## src/rtl/sfts_consts.svh

```systemverilog
// constants of the fifo data-set and temperature readout block
`ifndef SFTS_CONSTS_SVH
`define SFTS_CONSTS_SVH
`define SFTS_CLK_HZ 125000000
`define SFTS_TEMP_HZ_LO 13
`define SFTS_TEMP_HZ_MID 26
`define SFTS_TEMP_HZ_MAX 52
`define SFTS_ADDR_TEMP_L 8'h20
`define SFTS_ADDR_TEMP_H 8'h21
`define SFTS_TEMP_RST 16'h0000
`define SFTS_RDATA_RST 8'h00
`define SFTS_ODR_PD 4'h0
`define SFTS_ODR_13 4'h1
`define SFTS_ODR_26 4'h2
`define SFTS_ST_OFF 2'h0
`define SFTS_ST_POS 2'h1
`define SFTS_XL_ST_NEG 2'h2
`define SFTS_G_ST_NEG 2'h3
`define SFTS_DEC_OFF 3'h0
`define SFTS_ST_FORCE 16'h0100
`endif

```

## src/rtl/sfts_pkg.sv

```systemverilog
// types and helper functions of the fifo data-set and temperature block
`include "sfts_consts.svh"
package sfts_pkg;
  typedef struct packed {
    logic [15:0] x;
    logic [15:0] y;
    logic [15:0] z;
  } sfts_axes_t;
  typedef enum logic [1:0] {SFTS_SET1, SFTS_SET2, SFTS_SET3} sfts_set_t;
  typedef enum logic [1:0] {
    SFTS_TR_OFF, SFTS_TR_13, SFTS_TR_26, SFTS_TR_52
  } sfts_trate_t;
  // b[0] is byte 1 of the frame
  typedef struct packed {
    sfts_set_t set;
    logic [5:0][7:0] b;
  } sfts_frame_t;
  typedef struct packed {
    logic [3:0] accel_odr;
    logic accel_low_power;
    logic [3:0] gyro_odr;
    logic gyro_low_power;
    logic high_only;
    logic [2:0] gyro_set_decimation;
    logic [2:0] accel_set_decimation;
    logic [2:0] third_set_decimation;
    logic stamp_steps_store_en;
    logic step_trigger_select;
    logic temp_store_en;
    logic temp_flag_to_irq2;
    logic byte_order_swap;
    logic [1:0] accel_selftest_select;
    logic [1:0] gyro_selftest_select;
  } sfts_cfg_t;

  // decimation code to factor, zero means set not stored
  function automatic logic [5:0] sfts_dec_factor(input logic [2:0] code);
    case (code)
      3'h1: sfts_dec_factor = 6'h01;
      3'h2: sfts_dec_factor = 6'h02;
      3'h3: sfts_dec_factor = 6'h03;
      3'h4: sfts_dec_factor = 6'h04;
      3'h5: sfts_dec_factor = 6'h08;
      3'h6: sfts_dec_factor = 6'h10;
      3'h7: sfts_dec_factor = 6'h20;
      default: sfts_dec_factor = 6'h00;
    endcase
  endfunction

  // lowest set still due in a mask
  function automatic sfts_set_t sfts_first_due(input logic [2:0] m);
    if (m[0]) sfts_first_due = SFTS_SET1;
    else if (m[1]) sfts_first_due = SFTS_SET2;
    else sfts_first_due = SFTS_SET3;
  endfunction

  // sensor output under self-test: physical input plus test force
  function automatic logic [15:0] sfts_st_apply(input logic [15:0] raw,
      input logic [1:0] sel, input logic [1:0] neg);
    if (sel == `SFTS_ST_POS) sfts_st_apply = raw + `SFTS_ST_FORCE;
    else if (sel == neg) sfts_st_apply = raw - `SFTS_ST_FORCE;
    else sfts_st_apply = raw;
  endfunction
endpackage

```

## src/rtl/sfts_frame_pack.sv

```systemverilog
// builds one six-byte fifo frame for the selected data set
`timescale 1ns/10ps
module sfts_frame_pack (
  input wire sfts_pkg::sfts_set_t set_sel,
  input wire sfts_pkg::sfts_cfg_t cfg,
  input wire sfts_pkg::sfts_axes_t gyro,
  input wire sfts_pkg::sfts_axes_t accel,
  input wire logic [23:0] stamp,
  input wire logic [15:0] steps,
  input wire logic [15:0] temp,
  output sfts_pkg::sfts_frame_t frame
);
  // byte layout per data set; unused bytes read zero
  always_comb begin
    frame = '0;
    frame.set = set_sel;
    unique case (set_sel)
      sfts_pkg::SFTS_SET1: begin
        if (cfg.high_only) begin
          frame.b = {accel.z[15:8], gyro.z[15:8], accel.y[15:8],
                     gyro.y[15:8], accel.x[15:8], gyro.x[15:8]};
        end else begin
          frame.b = {gyro.z, gyro.y, gyro.x};
        end
      end
      sfts_pkg::SFTS_SET2: frame.b = {accel.z, accel.y, accel.x};
      sfts_pkg::SFTS_SET3: begin
        if (cfg.stamp_steps_store_en) begin
          frame.b = {steps, stamp[7:0], 8'h00, stamp[23:8]};
        end else begin
          frame.b = {16'h0000, temp, 16'h0000};
        end
      end
    endcase
  end
endmodule // sfts_frame_pack

```

## src/rtl/sfts_temp_rate.sv

```systemverilog
// temperature sample rate selection and sample tick divider
`timescale 1ns/10ps
`include "sfts_consts.svh"
module sfts_temp_rate #(
  parameter int DIV_LO = 1,
  parameter int DIV_MID = 1,
  parameter int DIV_MAX = 1
) (
  input wire logic clk,
  input wire logic rst,
  input wire sfts_pkg::sfts_cfg_t cfg,
  output sfts_pkg::sfts_trate_t rate,
  output logic tick
);
  logic [23:0] cnt;
  logic [23:0] lim;
  logic a_pd;
  logic g_pd;
  sfts_pkg::sfts_trate_t a_lone;
  sfts_pkg::sfts_trate_t g_lone;
  sfts_pkg::sfts_trate_t a_r;
  sfts_pkg::sfts_trate_t g_r;

  // odr code to temperature rate, saturated at the top rate
  function automatic sfts_pkg::sfts_trate_t odr_rate(input logic [3:0] o);
    if (o == `SFTS_ODR_13) odr_rate = sfts_pkg::SFTS_TR_13;
    else if (o == `SFTS_ODR_26) odr_rate = sfts_pkg::SFTS_TR_26;
    else odr_rate = sfts_pkg::SFTS_TR_52;
  endfunction

  // rate selection from the two sensors' power states
  assign a_pd = cfg.accel_odr == `SFTS_ODR_PD;
  assign g_pd = cfg.gyro_odr == `SFTS_ODR_PD;
  assign a_r = odr_rate(cfg.accel_odr);
  assign g_r = odr_rate(cfg.gyro_odr);
  assign a_lone = (a_r == sfts_pkg::SFTS_TR_26 && !cfg.accel_low_power) ?
                  sfts_pkg::SFTS_TR_52 : a_r;
  assign g_lone = (g_r != sfts_pkg::SFTS_TR_52 && !cfg.gyro_low_power) ?
                  sfts_pkg::SFTS_TR_52 : g_r;
  assign rate = (a_pd && g_pd) ? sfts_pkg::SFTS_TR_OFF :
                g_pd ? a_lone : a_pd ? g_lone :
                !cfg.gyro_low_power ? sfts_pkg::SFTS_TR_52 :
                (a_r > g_r) ? a_r : g_r;
  assign lim = (rate == sfts_pkg::SFTS_TR_13) ? 24'(DIV_LO) :
               (rate == sfts_pkg::SFTS_TR_26) ? 24'(DIV_MID) : 24'(DIV_MAX);
  assign tick = rate != sfts_pkg::SFTS_TR_OFF && cnt >= lim - 24'h000001;

  // free divider, held clear while the sensor is off
  always_ff @(posedge clk) begin
    if (rst || rate == sfts_pkg::SFTS_TR_OFF || tick) cnt <= 24'h000000;
    else cnt <= cnt + 24'h000001;
  end
endmodule // sfts_temp_rate

```

## src/rtl/sfts_top.sv

```systemverilog
// fifo data-set packing, temperature output and self-test sum block
//------------------------------------------------------------------
//------------------------------------------------------------------
`timescale 1ns/10ps
`include "sfts_consts.svh"
module sfts_top #(
  parameter int TEMP_DIV_LO = `SFTS_CLK_HZ / `SFTS_TEMP_HZ_LO,
  parameter int TEMP_DIV_MID = `SFTS_CLK_HZ / `SFTS_TEMP_HZ_MID,
  parameter int TEMP_DIV_MAX = `SFTS_CLK_HZ / `SFTS_TEMP_HZ_MAX
) (
  input wire logic REF_CLK,
  input wire logic RESET,
  input wire sfts_pkg::sfts_cfg_t CFG,
  input wire sfts_pkg::sfts_axes_t GYRO_RAW,
  input wire sfts_pkg::sfts_axes_t ACCEL_RAW,
  input wire logic [15:0] TEMP_RAW,
  input wire logic [23:0] TIME_STAMP,
  input wire logic [15:0] STEP_COUNT,
  input wire logic FIFO_TRIG,
  input wire logic STEP_DET,
  input wire logic [7:0] REG_ADDR,
  input wire logic REG_RD,
  output logic [7:0] REG_RDATA,
  output logic FRAME_VALID,
  input wire logic FRAME_READY,
  output sfts_pkg::sfts_frame_t FRAME,
  output logic TEMP_SENSOR_ON,
  output logic TEMP_SAMPLE_AVAILABLE,
  output logic SECOND_IRQ_PIN,
  output sfts_pkg::sfts_axes_t GYRO_OUT,
  output sfts_pkg::sfts_axes_t ACCEL_OUT
);
  typedef enum logic {SFTS_IDLE, SFTS_EMIT} sfts_state_t;

  //------------------------------------------------------------------
  // declarations
  //------------------------------------------------------------------
  sfts_state_t state;
  sfts_state_t next_state;
  sfts_pkg::sfts_trate_t rate;
  sfts_pkg::sfts_frame_t packed_frame;
  sfts_pkg::sfts_set_t pick;
  sfts_pkg::sfts_axes_t snap_g;
  sfts_pkg::sfts_axes_t snap_a;
  sfts_pkg::sfts_axes_t src_g;
  sfts_pkg::sfts_axes_t src_a;
  logic [23:0] snap_ts;
  logic [15:0] snap_steps;
  logic [15:0] snap_temp;
  logic [2:0][5:0] reload;
  logic [15:0] temp_val;
  logic [2:0] due;
  logic [2:0] next_due;
  logic [2:0] new_due;
  logic [2:0][5:0] dcnt;
  logic [2:0] ev;
  logic [2:0] hit;
  logic third_on;
  logic take;
  logic accept;
  logic temp_tick;
  logic rd_temp;
  logic flag;
  logic [7:0] rd_mux;

  //------------------------------------------------------------------
  // temperature rate and sample tick
  //------------------------------------------------------------------
  sfts_temp_rate #(
    .DIV_LO(TEMP_DIV_LO),
    .DIV_MID(TEMP_DIV_MID),
    .DIV_MAX(TEMP_DIV_MAX)
  ) u_rate (
    .clk(REF_CLK),
    .rst(RESET),
    .cfg(CFG),
    .rate(rate),
    .tick(temp_tick)
  );

  assign TEMP_SENSOR_ON = rate != sfts_pkg::SFTS_TR_OFF;

  // latch the sample; value is two's complement, 16 counts per degree
  always_ff @(posedge REF_CLK) begin
    if (RESET) temp_val <= `SFTS_TEMP_RST;
    else if (temp_tick) temp_val <= TEMP_RAW;
  end

  //------------------------------------------------------------------
  // temperature register reads
  //------------------------------------------------------------------
  // a read of either byte clears the flag; a new sample wins
  assign rd_temp = REG_RD && (REG_ADDR == `SFTS_ADDR_TEMP_L ||
                              REG_ADDR == `SFTS_ADDR_TEMP_H);
  assign rd_mux = (REG_ADDR == `SFTS_ADDR_TEMP_L) ?
                    (CFG.byte_order_swap ? temp_val[15:8] :
                     temp_val[7:0]) :
                  (REG_ADDR == `SFTS_ADDR_TEMP_H) ?
                    (CFG.byte_order_swap ? temp_val[7:0] :
                     temp_val[15:8]) : `SFTS_RDATA_RST;

  always_ff @(posedge REF_CLK) begin
    if (RESET) begin
      flag <= 1'b0;
      REG_RDATA <= `SFTS_RDATA_RST;
    end else begin
      flag <= temp_tick || (flag && !rd_temp);
      if (REG_RD) REG_RDATA <= rd_mux;
    end
  end

  assign TEMP_SAMPLE_AVAILABLE = flag;
  assign SECOND_IRQ_PIN = flag && CFG.temp_flag_to_irq2;

  //------------------------------------------------------------------
  // self-test: output is the physical input plus the test force
  //------------------------------------------------------------------
  always_ff @(posedge REF_CLK) begin
    if (RESET) begin
      GYRO_OUT <= '0;
      ACCEL_OUT <= '0;
    end else begin
      ACCEL_OUT.x <= sfts_pkg::sfts_st_apply(ACCEL_RAW.x,
        CFG.accel_selftest_select, `SFTS_XL_ST_NEG);
      ACCEL_OUT.y <= sfts_pkg::sfts_st_apply(ACCEL_RAW.y,
        CFG.accel_selftest_select, `SFTS_XL_ST_NEG);
      ACCEL_OUT.z <= sfts_pkg::sfts_st_apply(ACCEL_RAW.z,
        CFG.accel_selftest_select, `SFTS_XL_ST_NEG);
      GYRO_OUT.x <= sfts_pkg::sfts_st_apply(GYRO_RAW.x,
        CFG.gyro_selftest_select, `SFTS_G_ST_NEG);
      GYRO_OUT.y <= sfts_pkg::sfts_st_apply(GYRO_RAW.y,
        CFG.gyro_selftest_select, `SFTS_G_ST_NEG);
      GYRO_OUT.z <= sfts_pkg::sfts_st_apply(GYRO_RAW.z,
        CFG.gyro_selftest_select, `SFTS_G_ST_NEG);
    end
  end

  //------------------------------------------------------------------
  // data-set events and decimation
  //------------------------------------------------------------------
  // counter reload for a decimation code; an unstored set stays at zero
  // so that it stores on its first event once the host enables it
  function automatic logic [5:0] dec_reload(input logic [2:0] code);
    if (code == `SFTS_DEC_OFF) dec_reload = 6'h00;
    else dec_reload = sfts_pkg::sfts_dec_factor(code) - 6'h01;
  endfunction

  assign reload[0] = dec_reload(CFG.gyro_set_decimation);
  assign reload[1] = dec_reload(CFG.accel_set_decimation);
  assign reload[2] = dec_reload(CFG.third_set_decimation);

  // third set holds stamp/steps, else temperature when enabled
  assign third_on = CFG.stamp_steps_store_en || CFG.temp_store_en;
  assign ev[0] = FIFO_TRIG;
  assign ev[1] = FIFO_TRIG && !CFG.high_only;
  assign ev[2] = third_on && ((CFG.stamp_steps_store_en &&
                 CFG.step_trigger_select) ? STEP_DET : FIFO_TRIG);
  assign hit[0] = dcnt[0] == 6'h00 &&
                  CFG.gyro_set_decimation != `SFTS_DEC_OFF;
  assign hit[1] = dcnt[1] == 6'h00 &&
                  CFG.accel_set_decimation != `SFTS_DEC_OFF;
  assign hit[2] = dcnt[2] == 6'h00 &&
                  CFG.third_set_decimation != `SFTS_DEC_OFF;
  assign new_due = ev & hit;
  assign take = state == SFTS_IDLE && new_due != 3'h0;

  // each set counts its own events; events while busy are dropped
  always_ff @(posedge REF_CLK) begin
    for (int i = 0; i < 3; i++) begin
      if (RESET) dcnt[i] <= 6'h00;
      else if (state == SFTS_IDLE && ev[i])
        dcnt[i] <= (dcnt[i] == 6'h00) ? reload[i] : dcnt[i] - 6'h01;
    end
  end

  //------------------------------------------------------------------
  // frame sequencer: emits due sets in order one, two, three
  //------------------------------------------------------------------
  assign accept = state == SFTS_EMIT && FRAME_READY;
  assign FRAME_VALID = state == SFTS_EMIT;

  always_comb begin
    next_due = due;
    next_state = state;
    unique case (state)
      SFTS_IDLE: begin
        if (take) begin
          next_due = new_due;
          next_state = SFTS_EMIT;
        end
      end
      SFTS_EMIT: begin
        if (accept) begin
          next_due = due & ~(3'h1 << FRAME.set);
          if (next_due == 3'h0) next_state = SFTS_IDLE;
        end
      end
    endcase
  end

  // packer reads live inputs when idle, the snapshot when emitting
  assign src_g = (state == SFTS_IDLE) ? GYRO_OUT : snap_g;
  assign src_a = (state == SFTS_IDLE) ? ACCEL_OUT : snap_a;
  assign pick = sfts_pkg::sfts_first_due(next_due);

  sfts_frame_pack u_pack (
    .set_sel(pick),
    .cfg(CFG),
    .gyro(src_g),
    .accel(src_a),
    .stamp(state == SFTS_IDLE ? TIME_STAMP : snap_ts),
    .steps(state == SFTS_IDLE ? STEP_COUNT : snap_steps),
    .temp(state == SFTS_IDLE ? temp_val : snap_temp),
    .frame(packed_frame)
  );

  // state, due mask and snapshot of the triggering sample
  always_ff @(posedge REF_CLK) begin
    if (RESET) begin
      state <= SFTS_IDLE;
      due <= 3'h0;
      FRAME <= '0;
    end else begin
      state <= next_state;
      due <= next_due;
      if (take || (accept && next_due != 3'h0)) FRAME <= packed_frame;
    end
  end

  always_ff @(posedge REF_CLK) begin
    if (take) begin
      snap_g <= GYRO_OUT;
      snap_a <= ACCEL_OUT;
      snap_ts <= TIME_STAMP;
      snap_steps <= STEP_COUNT;
      snap_temp <= temp_val;
    end
  end
endmodule // sfts_top

```

## config.mk

```make
export PLATFORM = sky130hd
export DESIGN_NAME = sfts_top
export DESIGN_NICKNAME = d
export VERILOG_FILES = /design/src/rtl/sfts_pkg.sv /design/src/rtl/sfts_frame_pack.sv /design/src/rtl/sfts_temp_rate.sv /design/src/rtl/sfts_top.sv
export VERILOG_INCLUDE_DIRS = /design/src /design/src/rtl
export SDC_FILE = /design/constraint.sdc
export NUM_CORES = 1
export LEC_CHECK = 0
export BUFFER_PORTS_ARGS = -buffer_cell sky130_fd_sc_hd__buf_2
export CAP_MARGIN = 0
export CORE_MARGIN = 5
export CORE_UTILIZATION = 40
export CTS_BUF_LIST = sky130_fd_sc_hd__clkbuf_4 sky130_fd_sc_hd__clkbuf_8 sky130_fd_sc_hd__clkbuf_16
export CTS_CLUSTER_DIAMETER = 50
export DETAILED_ROUTE_END_ITERATION = 7
export HOLD_SLACK_MARGIN = 0.05
export REMOVE_ABC_BUFFERS = 1
export SYNTH_ARGS = -nofsm -noshare
export SYNTH_HDL_FRONTEND = slang
export SYNTH_SLANG_ARGS = --single-unit
export TNS_END_PERCENT = 20
```

## constraint.sdc

```tcl
create_clock -name REF_CLK -period 6.7 [get_ports REF_CLK]
set_input_delay 1.005 -clock REF_CLK [delete_from_list [all_inputs] [get_ports REF_CLK]]
set_output_delay 1.005 -clock REF_CLK [all_outputs]
set_load 0.005 [all_outputs]
```

==> metrics.cfg, run 1 <==
[run_status]
run_status = completed

[yosys]
syn_area_sq_um = 17800
synth_xor_area_share_pct = 3.34
syn_avg_cell_area_sq_um = 10.9
yosys.area_share.simple_pct = 14.8
synth-compound-area-share_pct = 10.8
yosys_most_used_dff = dfxtp_1
synth-edff-count = 152
synthMuxAreaShare_pct = 14.5
ys_ff_latch = 369
async_reset_ff_share_pct = 0
synth_adder_area_share_pct = 3.37
synth_cell_types = 62
synth_seq_area_share_pct = 50.0
netlist.area_leader.share_pct = 25.6
ys_warn_count = 0
synth_top_area_cell = edfxtp_1
synth_cells = 1633
synth_top_family_by_area = simple AND/OR/NAND/NOR gates
synth_area_leaders = edfxtp_1, dfxtp_1, mux4_2

[drt]
via_per_inst = 5.31
dr_total_vias = 13800
drcViolationCount = 0
wl_met2_mm = 23.8
drtPass1Iterations = 5
drt-met1-wl_mm = 22.5
ant_nets = 0
top_layer_used = met5
wl_met3_mm = 3.30
wirelength_mm = 51.3
drtIter0Drc = 922
wl_per_cell_um = 19.7

[clock_tree]
clk_pin_slew_worst_paths_ns = 0.06
cts_inserted_buffers = 48
clock_sinks = 369
cts_max_level = 2
clockBufferDepth = 3
worstSkewPairLatency_ns = 0.59
cts_setup_buffers = 0
cts_resized = 0
holdBufCountCts = 0
cts_tree = yes
cts-root-buf = clkbuf_16

[pwr]
power_density_nw_per_um2 = 423
power_mw = 9.27
leakage_nw = 8.90
ir_drop_v = 0.000325

[global_route]
grtUsageTotal_pct = 20.1
grt-ovfl-total = 0
grt_pass1_wl_mm = 79.3
grt_max_degree = 90
grt_antenna_before_repair = 27
first_global_vias = 13800

[critical_path]
cp-end-kind = flop
worstPathCellList = buf_2, nor4b_1, ha_1, nor2_1, nor2_1, a21oi_1, a21oi_1, o21ai_0, o21a_1, ha_1, ha_1, a21oi_1, o221ai_1, a2111oi_0, o41ai_1, o21ai_0, o211ai_1, buf_4, o21ba_2
critical_path_arrival_ns = 5.48
crit_fanout = 11
criticalPathCategory = input port to flop
slowest_delay_ns = 0.55
start_kind = input port
cp.required_ns = 7.17
cp_top_family = compound AO/OA/AOI/OAI gates
cp_num_buf_inv = 2
slowest_stage = nor4b_1

[die]
die_x_um = 221
die_h_um = 221
start_util_pct = 40.4
die_area_sq_um = 48900
rows = 77
io_pins = 353
coreArea_sq_um = 44100

[placed_design]
numPortBuffers = 352
dp_hpwl_mm = 35.4
place_area_sq_um = 20100
gp_routability_congestion = 0.828

[sta]
timing.fmax_ghz = 0.199
final.setup.tns_ns = 0
slew_violations = 0
post-route-period-util_pct = 74.8
clock_skew_ns = 0.0319
whs_ns = 0.451
hold_violations = 0
rsz0062_at_grt = no
slew_headroom_pct = 34.1
fin_crit_ns = 5.01
setup_viol = 0
worst_pin_slew_ns = 0.984

[finish]
area_growth_pct = 22.8
nFillCells = 4139
nets = 2198
fin_area_sq_um = 21900
post-route-util_pct = 49.6
drive_gt1_share_pct = 30.6

[flow_run]
maxCapViolations = 0

[min_path]
hold_path.class = flop to flop

cells in the mapped netlist, types with 24 or more instances:
library cell and number:
nor2b_1 59, o21bai_1 33, nor3_1 24, nor2_1 151, mux2i_1 46, a31oi_1 36, edfxtp_1 152, a21oi_1 43
dfxtp_1 217, clkbuf_1 66, mux2_2 92, inv_1 38, ha_1 48, mux4_2 48, xor2_1 38, nand3_1 26
nand2b_1 42, o21ai_0 30, nand2_1 168, o211ai_1 50, xnor2_1 30
registers in the layout, indices dropped and copies added (netlist names), 18 cells and up:
signal / cells
GYRO_OUT: 48
snap_a: 48
u_rate.cnt: 24
snap_g: 48
ACCEL_OUT: 48
snap_ts: 24
FRAME: 50
dcnt: 18
cell usage in the layout, fill, tap and decap left out, types with 36 or more instances in the layout:
| cell | instances |
|---|---|
| buf_2 | 351 |
| dfxtp_1 | 216 |
| nand2_1 | 168 |
| edfxtp_1 | 152 |
| nor2_1 | 151 |
| mux2_2 | 92 |
| nor2b_1 | 59 |
| o211ai_1 | 50 |
| clkbuf_16 | 49 |
| mux4_2 | 48 |
| ha_1 | 48 |
| mux2i_1 | 46 |
| a21oi_1 | 43 |
| nand2b_1 | 42 |
| xor2_1 | 38 |
| inv_1 | 37 |
| a31oi_1 | 36 |
final cells by class:
| cell class | count | area, sq um | area share [%] |
|---|---|---|---|
| timing repair buffer | 372 | 1920 | 8.76 |
| clock buffer | 62 | 1350 | 6.16 |
| inverter | 40 | 155 | 0.708 |
| antenna | 22 | 55.1 | 0.251 |
| sequential | 369 | 8910 | 40.7 |
| tap | 592 | 741 | 3.38 |
| clock inverter | 27 | 412 | 1.88 |
| multi-input combinational | 1124 | 8360 | 38.2 |
stage by stage:
step / cells / setup WS [ns]
after floorplan: 1533 / -1.82
after global placement: 2497 / 1.24
after detailed placement: 2497 / 1.13
after CTS: 2586 / 1.73
after global routing: 2605 / 1.33
final: 2608 / 1.69
final timing paths:
kind	cells past startpoint	from	slack (ns)	to
setup / recovery	19	CFG[23]	1.69	TEMP_SAMPLE_AVAILABLE
setup reg to reg	10	FRAME_VALID	2.91	FRAME[49]
hold / removal	0	ACCEL_OUT[21]	0.45	snap_a[21]
hold reg to reg	0	ACCEL_OUT[21]	0.45	snap_a[21]
power breakdown:
group | switching [mW] | leakage (nW) | internal [mW] | total (mW)
Sequential | 0.352 | 3.27 | 3.22 | 3.57
Clock | 1.03 | 0.862 | 1.75 | 2.78
Combinational | 1.78 | 4.77 | 1.13 | 2.91
Total | 3.16 | 8.90 | 6.10 | 9.27
cell families (layout without fill, tap and decap cells):
family,Yosys count,after routing
muxes,186,186
and+or+nand+nor,548,548
adders and majority gates,48,48
buffers and inverters,140,501
AOI/OAI and AO/OA,273,273
other,1,23
xor gates and xnor gates,68,68
DFF,369,369
metal layers:
layer / vias up / track usage [%]
met1: 6742 / 26.7
met4: 10 / 8.16
met2: 356 / 31.8
li1: 6642 / -
met5: - / 0
met3: 89 / 4.96
worst register-to-register path: cells and delay by family (launching register included):
| kind | cells | cell delay (ns) |
|---|---|---|
| multiplexers | 1 | 0.30 |
| AO/OA/AOI/OAI | 4 | 0.82 |
| buffers and inverters | 3 | 1.43 |
| flip-flops | 1 | 0.57 |
| AND/OR/NAND/NOR | 2 | 0.54 |
Note: power is estimated with default switching activity, not from simulation.
==> run 2, diff against run 1 <==
==> constraint.sdc (replaced) <==
create_clock -name REF_CLK -period 4.4 [get_ports REF_CLK]
set_input_delay 0.66 -clock REF_CLK [delete_from_list [all_inputs] [get_ports REF_CLK]]
set_output_delay 0.66 -clock REF_CLK [all_outputs]
set_load 0.005 [all_outputs]
==> metrics.cfg, run 2 (synthesized netlist as in run 1, its figures left out) <==
[drt]
dr_total_vias = 14000
drtIter0Drc = 920
drcViolationCount = 0
drtPass1Iterations = 5
wl_per_cell_um = 19.8
via_per_inst = 5.34
ant_nets = 0
wirelength_mm = 51.7

[critical_path]
r2r_setup_slack_ns = 1.57
slowest_stage = a2111oi_0
start_kind = input port
rr_startpoint = dcnt[8]
worstPathCellList = buf_2, nor4b_2, ha_1, nor2_1, nor2_1, a21oi_1, a21oi_1, o21ai_0, o21a_1, ha_1, ha_1, a21oi_1, o221ai_1, a2111oi_0, o41ai_1, o21ai_0, o211ai_1, buf_12, o21ba_2
slowest_delay_ns = 0.41
cp.required_ns = 4.85
cp-end-kind = flop
criticalPathCategory = input port to flop
crit_fanout = 17
rr_worst_depth = 7
critical_path_arrival_ns = 4.41
crit_start = CFG[23]

[clock_tree]
clockBufferDepth = 3
cts-root-buf = clkbuf_16
cts_inserted_buffers = 48
worstSkewPairLatency_ns = 0.56
cts_max_level = 2
cts_tree = yes
clock_sinks = 369
clk_pin_slew_worst_paths_ns = 0.07

[min_path]
min-delay-start = TIME_STAMP[3]
hold_path.class = input port to flop
hold_depth = 1

[pwr]
power_mw = 13.9
ir_drop_v = 0.000564
leakage_nw = 8.92
power_density_nw_per_um2 = 635

[finish]
regMostFlops = FRAME
final_common_cell = buf_2
largest_reg_flops = 50
area_growth_pct = 22.9
post-route-util_pct = 49.7
final_cell_mix = buf_2, dfxtp_1, nand2_1, edfxtp_1, nor2_1
drive_gt1_share_pct = 30.7
nets = 2209

[global_route]
grtUsageTotal_pct = 20.2
grt_pass1_wl_mm = 79.8
grt-ovfl-total = 0
grt_max_degree = 112
first_global_vias = 13700
grt_antenna_before_repair = 21

[placed_design]
gp_routability_congestion = 0.847
preCtsSetupSlack_ns = -0.219
dp_hpwl_mm = 35.7
numPortBuffers = 352

[run_status]
run_status = completed

[sta]
setup_viol = 0
fin_crit_ns = 3.96
final.setup.tns_ns = 0
slew_violations = 0
hold_violations = 0
timing.fmax_ghz = 0.252
clock_skew_ns = 0.0183
setup_slack_ns = 0.436
slew_headroom_pct = 32.8
post-route-period-util_pct = 90.1
whs_ns = 0.280
rsz0062_at_grt = no
worst_pin_slew_ns = 1.00

[die]
die_x_um = 221
die_area_sq_um = 48900
rows = 77
coreArea_sq_um = 44100
start_util_pct = 40.4
io_pins = 353
die_h_um = 221

[flow_run]
maxCapViolations = 0

-- run 2: where the power goes --
group | internal [mW] | switching, mW | total (mW) | leakage, nW
logic | 1.80 | 2.79 | 4.59 | 4.85
registers | 4.89 | 0.462 | 5.35 | 3.27
clock network | 2.46 | 1.52 | 3.98 | 0.796
total | 9.15 | 4.77 | 13.9 | 8.92
-- run 2: worst paths after layout --
| kind | endpoint |
|---|---|
| setup / recovery | TEMP_SAMPLE_AVAILABLE |
| hold / removal | snap_ts[3] |
| setup reg to reg | FRAME[23] |
| hold reg to reg | snap_a[38] |
-- run 2: critical path: cells and delay by family --
family | cells | cell delay, ns
buffers and inverters | 2 | 0.32
AND/OR/NAND/NOR | 3 | 0.48
adder cells (fa/ha/maj) | 3 | 0.86
AO/OA/AOI/OAI | 11 | 2.09
-- run 2: timing repair --
action                                  4_1_cts  5_1_grt
endpoints found under the setup margin        0       14
hold buffers                                  0        0
gates resized for setup                       0        1
buffers inserted                              0        0
-- run 2: cell type report --
cell class | count | area [sq um]
clock buffer | 60 | 1350
tap | 592 | 741
timing repair buffer | 383 | 2060
clock inverter | 28 | 289
multi-input combinational | 1124 | 8370
inverter | 40 | 155
antenna | 16 | 40.0
sequential | 369 | 8910
fill | 4118 | 22200
-- run 2: metal layers --
metal / up-vias / part of all wire [%] / track usage, % / wire [um]
li1: 6668 / - / - / -
met1: 6810 / 43 / 26.7 / 22400
met2: 387 / 47 / 32.7 / 24500
met3: 81 / 6.8 / 5.16 / 3520
met4: 10 / 2.6 / 6.72 / 1330
met5: - / 0.12 / 0 / 60
-- run 2: through the flow --
stage          cell area, sq um  std cells
6_report                  21900       2612
4_1_cts                   21900       2596
5_1_grt                   21900       2609
3_3_place_gp              20200       2508
2_1_floorplan             17400       1533
3_5_place_dp              20200       2508
